==> config.mk <==
export PLATFORM = sky130hd
export DESIGN_NAME = oppc_top
export DESIGN_NICKNAME = d
export VERILOG_FILES = /design/src/logic/oppc_pkg.sv /design/src/logic/oppc_top.sv
export SDC_FILE = /design/constraint.sdc
export NUM_CORES = 1
export LEC_CHECK = 0
export BUFFER_PORTS_ARGS = -buffer_cell sky130_fd_sc_hd__buf_2
export CORE_MARGIN = 1
export CORE_UTILIZATION = 30
export CTS_CLUSTER_DIAMETER = 150
export CTS_CLUSTER_SIZE = 20
export DETAILED_ROUTE_END_ITERATION = 6
export GPL_ROUTABILITY_DRIVEN = 0
export PLACE_DENSITY = 0.49
export SLEW_MARGIN = 5
export SYNTH_ARGS = -nofsm -noshare
export SYNTH_HDL_FRONTEND = slang
export SYNTH_SLANG_ARGS = --single-unit
export TNS_END_PERCENT = 1
==> constraint.sdc <==
create_clock -name core_clk -period 3.77 [get_ports core_clk]
set_input_delay 0.5655 -clock core_clk [delete_from_list [all_inputs] [get_ports core_clk]]
set_output_delay 0.5655 -clock core_clk [all_outputs]
set_load 0.01 [all_outputs]
==> src/logic/oppc_pkg.sv <==
`default_nettype none
package oppc_pkg;
  // Register sub-addresses on the serial control bus
  localparam logic [7:0] ADDR_PWR_LLC   = 8'haa;
  localparam logic [7:0] ADDR_PB_STATE  = 8'hab;
  localparam logic [7:0] ADDR_OE_CTRL   = 8'hf2;
  localparam logic [7:0] ADDR_PB_STR    = 8'hf9;
  // Output enable control fields
  localparam int OE_PORT_A   = 0;
  localparam int OE_PORT_B   = 1;
  localparam int OE_PIXCLK   = 2;
  localparam int OE_SYNC     = 3;
  localparam int OE_TDO_HALF = 4;
  localparam int OE_NO_DELAY = 5;
  localparam int OE_LATCH    = 6;
  localparam int OE_PIN_OFF  = 7;
  localparam int OE_EN_W     = 4;
  // Power and line clock control fields
  localparam int PL_LP_LSB  = 0;
  localparam int PL_LP_MSB  = 1;
  localparam int PL_BUS_RST = 2;
  localparam int PL_TSEL    = 3;
  localparam int PL_POL     = 4;
  localparam int PL_SLC_OFF = 5;
  localparam int PL_OLD_LLC = 6;
  // Pad strength fields
  localparam int STR_DATA_LSB = 0;
  localparam int STR_DATA_MSB = 2;
  localparam int STR_SYNC_LSB = 3;
  localparam int STR_SYNC_MSB = 5;
  // Low power codes
  localparam logic [1:0] LP_ACTIVE = 2'h0;
  localparam logic [1:0] LP_DIV2   = 2'h1;
  localparam logic [1:0] LP_DIV4   = 2'h2;
  localparam logic [1:0] LP_DIV8   = 2'h3;
  localparam logic [2:0] DIV_MASK2 = 3'h1;
  localparam logic [2:0] DIV_MASK4 = 3'h3;
  localparam logic [2:0] DIV_MASK8 = 3'h7;
  // Serial bus framing
  localparam logic [2:0] BIT_LAST  = 3'h7;
  localparam logic [7:0] BYTE_ZERO = 8'h00;
  typedef enum logic [3:0] {
    ST_IDLE, ST_ADDR, ST_ADDR_ACK, ST_SUB, ST_SUB_ACK,
    ST_WDATA, ST_WACK, ST_RDATA, ST_RACK
  } oppc_state_t;
endpackage : oppc_pkg
`default_nettype wire

==> src/logic/oppc_top.sv <==
// What this block does
// Two 3-bit pad strength codes for Port B
// Host writes zero to reserved bits
// Bit 0 enables Port A, else high-Z
// Bit 1 enables Port B, else high-Z
// Bit 2 enables pixel clock, else high-Z
// Bit 3 enables sync and clock outputs
// Bit 4 puts half clock on TDO
// Latched enable delayed one line clock unless bypassed
// Bit 6 latches enable pin on line clock
// Bit 7 ignores the enable pin
// Power code: active, or tri-state and divide
// Host slows bus below 100 kbit/s at divide-by-8
// Select bit: half clock or data bit to TDO
// Bit 4 is polarity or TDO data
// Slicer switch-off powers down and resets slicer
// Status register reads eight Port B lines
// Controls reset to zero, enables by parameter
`timescale 1ns/1ps
`default_nettype none
module oppc_top
  import oppc_pkg::*;
#(
  parameter logic [6:0]       DEV_ADDR  = 7'h43, // Serial bus device address
  parameter logic [OE_EN_W-1:0] OE_EN_RST = 4'h0   // Reset of the four port enables
) (
  input  wire logic       core_clk,           // 10 MHz core clock
  input  wire logic       rst_n,              // Async reset, active low
  input  wire logic       ce,                 // Clock enable, freezes state when low
  input  wire logic       scl_in,             // Serial bus clock pin
  input  wire logic       sda_in,             // Serial bus data pin level
  output logic            sda_out,            // Serial bus data drive value
  output logic            sda_oe_n,           // Low while pulling data low
  input  wire logic       llc_in,             // Line locked clock pin
  input  wire logic       oe_pin_n,           // External output enable pin, active low
  input  wire logic       jtag_tlr,           // JTAG rests in Test-Logic-Reset
  input  wire logic [7:0] port_b_lines,       // Port B line levels
  output logic            port_a_oe_n,        // Port A enable, low drives
  output logic            port_b_oe_n,        // Port B enable, low drives
  output logic            pixclk_oe_n,        // Pixel clock enable, low drives
  output logic            sync_oe_n,          // Reference, field and clock pads
  output logic            tdo_out,            // Test data output value
  output logic            tdo_oe_n,           // Test data output enable, low drives
  output logic            half_rate_line_clock, // Line clock divided by two
  output logic [2:0]      port_b_data_strength, // Port B data pad strength
  output logic [2:0]      sync_pad_strength,  // Sync pad strength
  output logic            clk_div_stb,        // Internal clock enable pulse
  output logic            slicer_power_down,  // Slicer off, its registers held reset
  output logic            bus_reset_req,      // Serial bus reset control bit
  output logic            old_llc_timing      // Long hold line clock timing
);

  logic [7:0]  output_enable_control;
  logic [7:0]  power_and_line_clock_control;
  logic [7:0]  port_b_pad_strength;
  logic [7:0]  port_b_pin_state;
  logic [1:0]  scl_m, sda_m, llc_m, oe_m;
  logic [7:0]  pb_m;
  logic        scl_s, sda_s, llc_s, oe_s, scl_d, sda_d, llc_d;
  logic        scl_rise, scl_fall, start_c, stop_c, llc_rise;
  oppc_state_t st;
  logic [2:0]  bit_cnt;
  logic [7:0]  shreg, tx, sub;
  logic        is_read, nack, wr_en, rise_seen;
  logic [7:0]  wr_data;
  logic        oe_lat, oe_lat_d, oe_used, ext_en, active;
  logic [2:0]  div_cnt, div_mask;
  logic [1:0]  lowpow;
  logic        test_out_select, half_clock_polarity, half_clock_test_out_en;

  // Readback mux, used by both read entry points
  function automatic logic [7:0] oppc_rd(input logic [7:0] a, input logic [7:0] oe,
                                         input logic [7:0] pl, input logic [7:0] str,
                                         input logic [7:0] pb);
    logic [7:0] r;
    r = BYTE_ZERO;
    unique case (a)
      ADDR_OE_CTRL:  r = oe;
      ADDR_PWR_LLC:  r = pl;
      ADDR_PB_STR:   r = str;
      ADDR_PB_STATE: r = pb;
      default:       r = BYTE_ZERO;
    endcase
    return r;
  endfunction : oppc_rd

  // Two-flop synchronisers; only the second stage feeds logic
  always_ff @(posedge core_clk or negedge rst_n) begin
    if (!rst_n) begin
      scl_m <= 2'h3;
      sda_m <= 2'h3;
      llc_m <= 2'h0;
      oe_m  <= 2'h3;
      pb_m  <= BYTE_ZERO;
      port_b_pin_state <= BYTE_ZERO;
    end else if (ce) begin
      scl_m <= {scl_m[0], scl_in};
      sda_m <= {sda_m[0], sda_in};
      llc_m <= {llc_m[0], llc_in};
      oe_m  <= {oe_m[0], oe_pin_n};
      pb_m  <= port_b_lines;
      port_b_pin_state <= pb_m;
    end
  end
  assign scl_s = scl_m[1];
  assign sda_s = sda_m[1];
  assign llc_s = llc_m[1];
  assign oe_s  = oe_m[1];

  // Edge history of synchronised levels
  always_ff @(posedge core_clk or negedge rst_n) begin
    if (!rst_n) begin
      scl_d <= 1'b1;
      sda_d <= 1'b1;
      llc_d <= 1'b0;
    end else if (ce) begin
      scl_d <= scl_s;
      sda_d <= sda_s;
      llc_d <= llc_s;
    end
  end
  assign scl_rise = scl_s & ~scl_d;
  assign scl_fall = ~scl_s & scl_d;
  assign start_c  = scl_s & scl_d & sda_d & ~sda_s;
  assign stop_c   = scl_s & scl_d & ~sda_d & sda_s;
  assign llc_rise = llc_s & ~llc_d;

  // Serial bus slave: address, sub-address, then data with auto-increment
  always_ff @(posedge core_clk or negedge rst_n) begin
    if (!rst_n) begin
      st      <= ST_IDLE;
      bit_cnt <= 3'h0;
      shreg   <= BYTE_ZERO;
      tx      <= BYTE_ZERO;
      sub     <= BYTE_ZERO;
      is_read <= 1'b0;
      nack    <= 1'b0;
      wr_en   <= 1'b0;
      wr_data <= BYTE_ZERO;
      rise_seen <= 1'b0;
    end else if (ce) begin
      wr_en <= 1'b0;
      if (start_c) begin
        st        <= ST_ADDR;
        bit_cnt   <= 3'h0;
        rise_seen <= 1'b0;
      end else if (stop_c) begin
        st <= ST_IDLE;
      end else if (scl_rise) begin
        rise_seen <= 1'b1;
        if (st == ST_RACK) begin
          nack <= sda_s;
        end else begin
          shreg <= {shreg[6:0], sda_s};
        end
      end else if (scl_fall) begin
        rise_seen <= 1'b0;
        unique case (st)
          ST_IDLE: ;
          ST_ADDR: begin
            // The fall that closes a start carries no bit, so it is skipped
            if (rise_seen) begin
              bit_cnt <= bit_cnt + 3'h1;
              if (bit_cnt == BIT_LAST) begin
                is_read <= shreg[0];
                st <= (shreg[7:1] == DEV_ADDR) ? ST_ADDR_ACK : ST_IDLE;
              end
            end
          end
          ST_ADDR_ACK: begin
            bit_cnt <= 3'h0;
            if (is_read) begin
              tx <= oppc_rd(sub, output_enable_control, power_and_line_clock_control,
                            port_b_pad_strength, port_b_pin_state);
              st <= ST_RDATA;
            end else begin
              st <= ST_SUB;
            end
          end
          ST_SUB, ST_WDATA: begin
            bit_cnt <= bit_cnt + 3'h1;
            if (bit_cnt == BIT_LAST) begin
              if (st == ST_SUB) begin
                sub <= shreg;
                st  <= ST_SUB_ACK;
              end else begin
                wr_en   <= 1'b1;
                wr_data <= shreg;
                st      <= ST_WACK;
              end
            end
          end
          ST_SUB_ACK: begin
            bit_cnt <= 3'h0;
            st      <= ST_WDATA;
          end
          ST_WACK: begin
            bit_cnt <= 3'h0;
            sub     <= sub + 8'h01;
            st      <= ST_WDATA;
          end
          ST_RDATA: begin
            bit_cnt <= bit_cnt + 3'h1;
            tx      <= {tx[6:0], 1'b0};
            if (bit_cnt == BIT_LAST) begin
              st <= ST_RACK;
            end
          end
          ST_RACK: begin
            bit_cnt <= 3'h0;
            if (nack) begin
              st <= ST_IDLE;
            end else begin
              tx <= oppc_rd(sub + 8'h01, output_enable_control,
                            power_and_line_clock_control, port_b_pad_strength,
                            port_b_pin_state);
              sub <= sub + 8'h01;
              st  <= ST_RDATA;
            end
          end
        endcase
      end
    end
  end

  // Open drain: only ever pull low, release otherwise
  assign sda_out  = 1'b0;
  assign sda_oe_n = ~((st == ST_ADDR_ACK) | (st == ST_SUB_ACK) | (st == ST_WACK) |
                      ((st == ST_RDATA) & ~tx[7]));

  // Control registers; read-only status ignores writes
  always_ff @(posedge core_clk or negedge rst_n) begin
    if (!rst_n) begin
      output_enable_control        <= {4'h0, OE_EN_RST};
      power_and_line_clock_control <= BYTE_ZERO;
      port_b_pad_strength          <= BYTE_ZERO;
    end else if (ce && wr_en) begin
      unique case (sub)
        ADDR_OE_CTRL: output_enable_control <= wr_data;
        ADDR_PWR_LLC: power_and_line_clock_control <= wr_data;
        ADDR_PB_STR:  port_b_pad_strength <= wr_data;
        default: ;
      endcase
    end
  end
  assign port_b_data_strength = port_b_pad_strength[STR_DATA_MSB:STR_DATA_LSB];
  assign sync_pad_strength    = port_b_pad_strength[STR_SYNC_MSB:STR_SYNC_LSB];
  assign lowpow               = power_and_line_clock_control[PL_LP_MSB:PL_LP_LSB];
  assign test_out_select      = power_and_line_clock_control[PL_TSEL];
  assign half_clock_polarity  = power_and_line_clock_control[PL_POL];
  assign half_clock_test_out_en = output_enable_control[OE_TDO_HALF];
  assign slicer_power_down    = power_and_line_clock_control[PL_SLC_OFF];
  assign bus_reset_req        = power_and_line_clock_control[PL_BUS_RST];
  assign old_llc_timing       = power_and_line_clock_control[PL_OLD_LLC];

  // Half-rate clock and enable-pin latch on line clock edges
  always_ff @(posedge core_clk or negedge rst_n) begin
    if (!rst_n) begin
      half_rate_line_clock <= 1'b0;
      oe_lat   <= 1'b1;
      oe_lat_d <= 1'b1;
    end else if (ce && llc_rise) begin
      half_rate_line_clock <= ~half_rate_line_clock;
      oe_lat   <= oe_s;
      oe_lat_d <= oe_lat;
    end
  end

  // Pin qualification: direct, latched, latched and delayed, or ignored
  assign oe_used = !output_enable_control[OE_LATCH] ? oe_s :
                   (output_enable_control[OE_NO_DELAY] ? oe_lat : oe_lat_d);
  assign ext_en  = output_enable_control[OE_PIN_OFF] | ~oe_used;
  assign active  = (lowpow == LP_ACTIVE) & ext_en;

  // Pad enables, low while driven
  assign port_a_oe_n = ~(output_enable_control[OE_PORT_A] & active);
  assign port_b_oe_n = ~(output_enable_control[OE_PORT_B] & active);
  assign pixclk_oe_n = ~(output_enable_control[OE_PIXCLK] & active);
  assign sync_oe_n   = ~(output_enable_control[OE_SYNC] & active);

  // Test output: only while the JTAG port is idle in reset state
  assign tdo_out  = test_out_select ? (half_rate_line_clock ^ half_clock_polarity)
                                    : half_clock_polarity;
  assign tdo_oe_n = ~(jtag_tlr & (~test_out_select | half_clock_test_out_en));

  // Power mode clock divider; free runs so a mode change settles quickly
  always_comb begin
    unique case (lowpow)
      LP_ACTIVE: div_mask = 3'h0;
      LP_DIV2:   div_mask = DIV_MASK2;
      LP_DIV4:   div_mask = DIV_MASK4;
      LP_DIV8:   div_mask = DIV_MASK8;
    endcase
  end
  always_ff @(posedge core_clk or negedge rst_n) begin
    if (!rst_n) begin
      div_cnt     <= 3'h0;
      clk_div_stb <= 1'b0;
    end else if (ce) begin
      div_cnt     <= div_cnt + 3'h1;
      clk_div_stb <= (div_cnt & div_mask) == 3'h0;
    end
  end
endmodule : oppc_top
`default_nettype wire

* Yosys cells after proc, flatten, opt, wreduce, memory -nomap -nowiden
Cells that the tools add are included.
Storage, ports and cells: flip-flop bits (word level) 101, input bits 16, output and inout bits 19, logic and storage cells 175
Cells by class: add/sub/neg operators 3, equality and inequality tests 33, multiplexer cells 43, bitwise logic cells 42, reduce and logical (&&, ||, !) cells 27
Operators with widths (number):
- equality test 8 bit (second input constant) | 8
- one-hot mux 8 bit (4 select lines) | 2
- one-hot mux 8 bit (3 select lines) | 2
- 2-to-1 mux 8 bit | 5
- 2-to-1 mux 4 bit | 8
- AND reduction 8 bit | 4
- one-hot mux 4 bit (6 select lines) | 1
- 2-to-1 mux 3 bit | 7
- inverter 1 bit | 20
- equality test 4 x 3 -> 1 bit (second input constant) | 4
- != test 4 bit (second input constant) | 4
- bitwise AND 1 bit | 15
- 2-to-1 mux 1 bit | 14
- one-hot mux 3 bit (4 select lines) | 1
- nonzero test 3 bit | 4
- != test 2 bit (second input constant) | 5
- AND reduction 5 bit | 2
- one-hot mux 3 bit (3 select lines) | 1
- AND reduction 9 bit | 1
- adder 8 x 1 -> 8 bit (second input constant) | 1
- equality test 4 x 2 -> 1 bit (second input constant) | 2
- nonzero test 8 bit | 1
- equality test 7 bit (second input constant) | 1
- adder 3 x 1 -> 3 bit (second input constant) | 2
- 23 further kinds | 33

* Depth between registers and ports, before layout
depth in word-level cells 9, depth in mapped cells 10, gate-level depth less buffers 9

* Worst setup path after synthesis
Ideal clock, no wire load.
path kind register to register, start register sub[0], end register power_and_line_clock_control[0], setup time 125 ps, data arrival time 2142 ps, data required time 3645 ps, path slack 1504 ps, stages on the path, launching flop included 8, buffers on the path 2, period minus slack after synthesis 2266 ps, cells stage by stage dfrtp_1 -> inv_1 -> ha_1 -> clkbuf_1 -> clkbuf_1 -> nand3_1 -> nor2_1 -> mux2_2
Between the ends: longest elaborated chain between the ends 2
RTL lines:
- start: declaration | RTL line oppc_top.sv:63 | logic [7:0] shreg, tx, sub;
- start signal: assignment | RTL line oppc_top.sv:184 | sub <= shreg;
- start signal: assignment | RTL line oppc_top.sv:199 | sub <= sub + 8'h01;
- start signal: assignment | RTL line oppc_top.sv:217 | sub <= sub + 8'h01;
- equality test 8 bit | RTL line oppc_top.sv:238 | unique case (sub)
- AND reduction 2 bit (no source line)
- end signal: assignment | RTL line oppc_top.sv:240 | ADDR_PWR_LLC: power_and_line_clock_control <= wr_data;
- end: declaration | RTL line oppc_top.sv:54 | logic [7:0] power_and_line_clock_control;
Every way passes these cells. A chain may end at the register's enable or synchronous reset.

* Worst setup path after layout
start register sub[0], end register tx[7]
Between the ends: longest elaborated chain between the ends 5, elaborated cells between the ends (all ways) 14, classes of those cells add/sub (1); eq/ne (8); mux (5)
RTL lines:
- adder 8 x 1 -> 8 bit | RTL line oppc_top.sv:214 | tx <= oppc_rd(sub + 8'h01, output_enable_control,
- equality test 8 bit | RTL line oppc_top.sv:77 | unique case (a)
- one-hot mux 8 bit (4 select lines) | RTL line oppc_top.sv:77
- 2-to-1 mux 8 bit | RTL line oppc_top.sv:211 | if (nack) begin
- one-hot mux 8 bit (3 select lines) * | RTL line oppc_top.sv:158 | unique case (st)
- end signal: assignment | RTL line oppc_top.sv:173 | tx <= oppc_rd(sub, output_enable_control, power_and_line_clock_control,
- end signal: assignment | RTL line oppc_top.sv:204 | tx <= {tx[6:0], 1'b0};
- end signal: assignment | RTL line oppc_top.sv:214
- end: declaration | RTL line oppc_top.sv:63
Every way passes the cells marked *; elsewhere a longest branch is shown, timed or not. The select of a mux whose other input is x is not followed.

==> results.json <==
{
  "hpwl_um": 9712,
  "fmax_mhz": 335.9,
  "tightest_slew_ns": 1.063,
  "min_period_ns": 2.977,
  "netlist_area_um2": 5389,
  "grt_start_max_net_pins": 62,
  "final_antenna_net_count": 0,
  "ys_types": 57,
  "clock_latency_ns": 0.36,
  "viasPerCell": 5.284,
  "p_switching_mw": 1.226,
  "max_stage_delay_ns": 0.58,
  "dp_cells": 738,
  "fp.dieArea_um2": 18500,
  "stdcell_count": 754,
  "gr-usage-all-layers": 0.1513,
  "hp-class": "in2async",
  "maxCapViolations": 0,
  "synth_edf_count": 0,
  "io_pins": 35,
  "met3_usage": 0.03356,
  "p_per_area_nw_per_um2": 574.6,
  "critPathKind": "reg2reg",
  "cts_setup_buffers": 0,
  "syn_to_final_growth_pct": 11.31,
  "swShare": 0.3556,
  "drive_above_1_share": 0.2722,
  "grt_pass1_wl_um": 21250,
  "cts_buffer_depth": 2,
  "whs_ns": 0.2950,
  "clockRootBuffer": "clkbuf_16",
  "slew_headroom": 0.2805,
  "period_share": 0.7897,
  "syn_nets": 537,
  "portBuffers": 33,
  "synthCells": 511,
  "first_iter_violations": 306,
  "crit_fanout": 14,
  "drc": 0,
  "grt_use_met1": 0.2242,
  "cts_made_buffers": 9,
  "cts_resized": 0,
  "power_frac_clock": 0.271,
  "layout_commonest_cell": "dfrtp_1",
  "leakagePower_nw": 2.532,
  "cp_top_family": "simple AND/OR/NAND/NOR gates",
  "cts-hold-fix-buffers": 0,
  "fill_cells": 1770,
  "wl_per_cell_um": 17.61,
  "mostFrequentLayoutCells": "dfrtp_1 (91), mux2_2 (69), nand2_1 (45)",
  "power_mw": 3.447,
  "status": "finished clean",
  "ys_warn_count": 0,
  "cp.arrival_ns": 3.27,
  "synth_top_area_share": 0.4226,
  "ys_ff_latch": 101,
  "die_x_um": 136.0,
  "grt_pass1_vias": 3722,
  "grtUsageMet2": 0.2160,
  "start_kind": "flop",
  "cp_slowest_cell": "nor3b_2",
  "design.core.area_um2": 17420,
  "final_nets": 550,
  "slew_violations": 0,
  "cp.required_ns": 4.07,
  "pwr-share-seq": 0.478,
  "finalSetupViolations": 0,
  "cts_tree": "built",
  "finalHoldViolCount": 0,
  "syn_area_per_cell_um2": 10.55,
  "ys.flop_type": "dfrtp_1",
  "worst_setup_path_end_kind": "flop",
  "diodes": 0,
  "synth-async-reset-ratio": 1.000,
  "fp.dieH_um": 136.0,
  "cp_num_buf_inv": 0,
  "first_pass_iters": 5,
  "yosysTopAreaCell": "dfrtp_1",
  "r2r-start": "sub[0]",
  "r2r_setup_slack_ns": 0.79,
  "ctsHtreeMaxLevel": 3,
  "utilization": 0.3444,
  "combPwrFrac": 0.251,
  "clk_pin_slew_ns": 0.08,
  "rsz0062_at_grt": "no",
  "grt-busiest-layer": "met1",
  "start_util": 0.3094,
  "final.setup_skew_ns": 0.01328,
  "num_vias": 3984,
  "finalSetupTns_ns": 0,
  "wirelength_um": 13280,
  "placementRows": 48,
  "cts.sinks": 101,
  "synth_seq_area_share": 0.4713,
  "p_int_mw": 2.221,
  "grt_overflow": 0,
  "peakVddDrop_mv": 0.2294,
  "antenna_found_initial": 0,
  "cp_cell_sequence": "ha_1, and2_1, nand3_1, mux2i_1, nor3b_2, a22oi_1, a21oi_1, o22a_1",
  "crit_start": "sub[0]",
  "yosys-top-cells-area": "dfrtp_1 (42%), mux2_2 (14%), dfstp_2 (4.9%)"
}
cells by family after synthesis:
| logic type | share of synthesized area |
|---|---|
| AND/OR/NAND/NOR | 0.1114 |
| AO/OA/AOI/OAI | 0.1718 |
| XOR/XNOR | 0.01277 |
| buffers and inverters | 0.04597 |
| adder cells (fa/ha/maj) | 0.02322 |
| multiplexers | 0.1628 |
| other | 0.0006959 |
| flip-flops | 0.4713 |
state kept, by name (all words and copies together), names as in the netlist, 2 cells and up:
| register | cells |
|---|---|
| st | 4 |
| oe_m | 2 |
| output_enable_control | 8 |
| wr_data | 8 |
| shreg | 8 |
| div_cnt | 3 |
| port_b_pin_state | 8 |
| pb_m | 8 |
| bit_cnt | 3 |
| sda_m | 2 |
| tx | 8 |
| scl_m | 2 |
| port_b_pad_strength | 8 |
| llc_m | 2 |
| sub | 8 |
| power_and_line_clock_control | 8 |
cell usage after synthesis (all sizes together) (4+ instances only):
| cell type | count |
|---|---|
| nand2 | 45 |
| nand4 | 4 |
| clkbuf | 18 |
| buf | 18 |
| dfstp | 10 |
| o22ai | 4 |
| and3 | 6 |
| mux2i | 10 |
| a21boi | 4 |
| a22o | 8 |
| a31oi | 10 |
| nor2 | 35 |
| a221oi | 5 |
| ha | 10 |
| nor2b | 10 |
| mux2 | 69 |
| xnor2 | 5 |
| inv | 18 |
| o22a | 12 |
| dfrtp | 91 |
| a21oi | 28 |
| o21ai | 29 |
| nand3 | 7 |
| a22oi | 17 |
through the flow:
| step | worst slack [ns] | cell area, um^2 |
|---|---|---|
| 6_report | 0.7929 | 5998 |
| 5_1_grt | 0.6829 | 5998 |
| 4_1_cts | 0.8767 | 5998 |
| 3_5_place_dp | 0.8742 | 5695 |
| 3_3_place_gp | 0.9393 | 5695 |
| 2_1_floorplan | 1.504 | 5389 |
power groups by stage:
| stage | clock (mW) | combinational [mW] | sequential, mW |
|---|---|---|---|
| floorplan | 0 | 0.758 | 1.49 |
| global placement | 0 | 0.844 | 1.65 |
| detailed placement | 0 | 0.870 | 1.66 |
| CTS | 0.974 | 0.873 | 1.65 |
| global route | 1.01 | 0.985 | 1.69 |
| finish | 0.935 | 0.866 | 1.65 |
routing by layer:
metal	part of all wire	vias up
li1	-	1874
met1	0.50	1980
met2	0.44	121
met3	0.052	9
met4	0.013	0
met5	0	-
worst reg2reg max path, delay by kind of cell, from the launching register on:
family	cells	cell delay [ns]
AO/OA/AOI/OAI	3	0.59
adder cells (fa/ha/maj)	1	0.56
flip-flops	1	0.48
multiplexers	1	0.27
AND/OR/NAND/NOR	3	1.03
area by class of cell:
class / instances / area [um^2] / share of cell area
multi-input cells: 356 / 2601 / 0.4337
flip-flops and latches: 101 / 2540 / 0.4234
well taps: 225 / 281.5 / 0.04693
clock buffers: 10 / 239.0 / 0.03984
repair buffers: 38 / 205.2 / 0.03421
inverters: 18 / 67.56 / 0.01126
clock inverters: 6 / 63.81 / 0.01064
worst paths after layout:
| path | endpoint | cells past startpoint |
|---|---|---|
| min in group core_clk | pb_m[0] | 2 |
| setup / recovery | tx[7] | 8 |
| hold / removal | bit_cnt[2] | 1 |
| hold reg to reg | div_cnt[2] | 1 |
| setup reg to reg | tx[7] | 8 |
| max in group asynchronous | oe_m[0] | 2 |
Power figures use the tool's default switching activity.
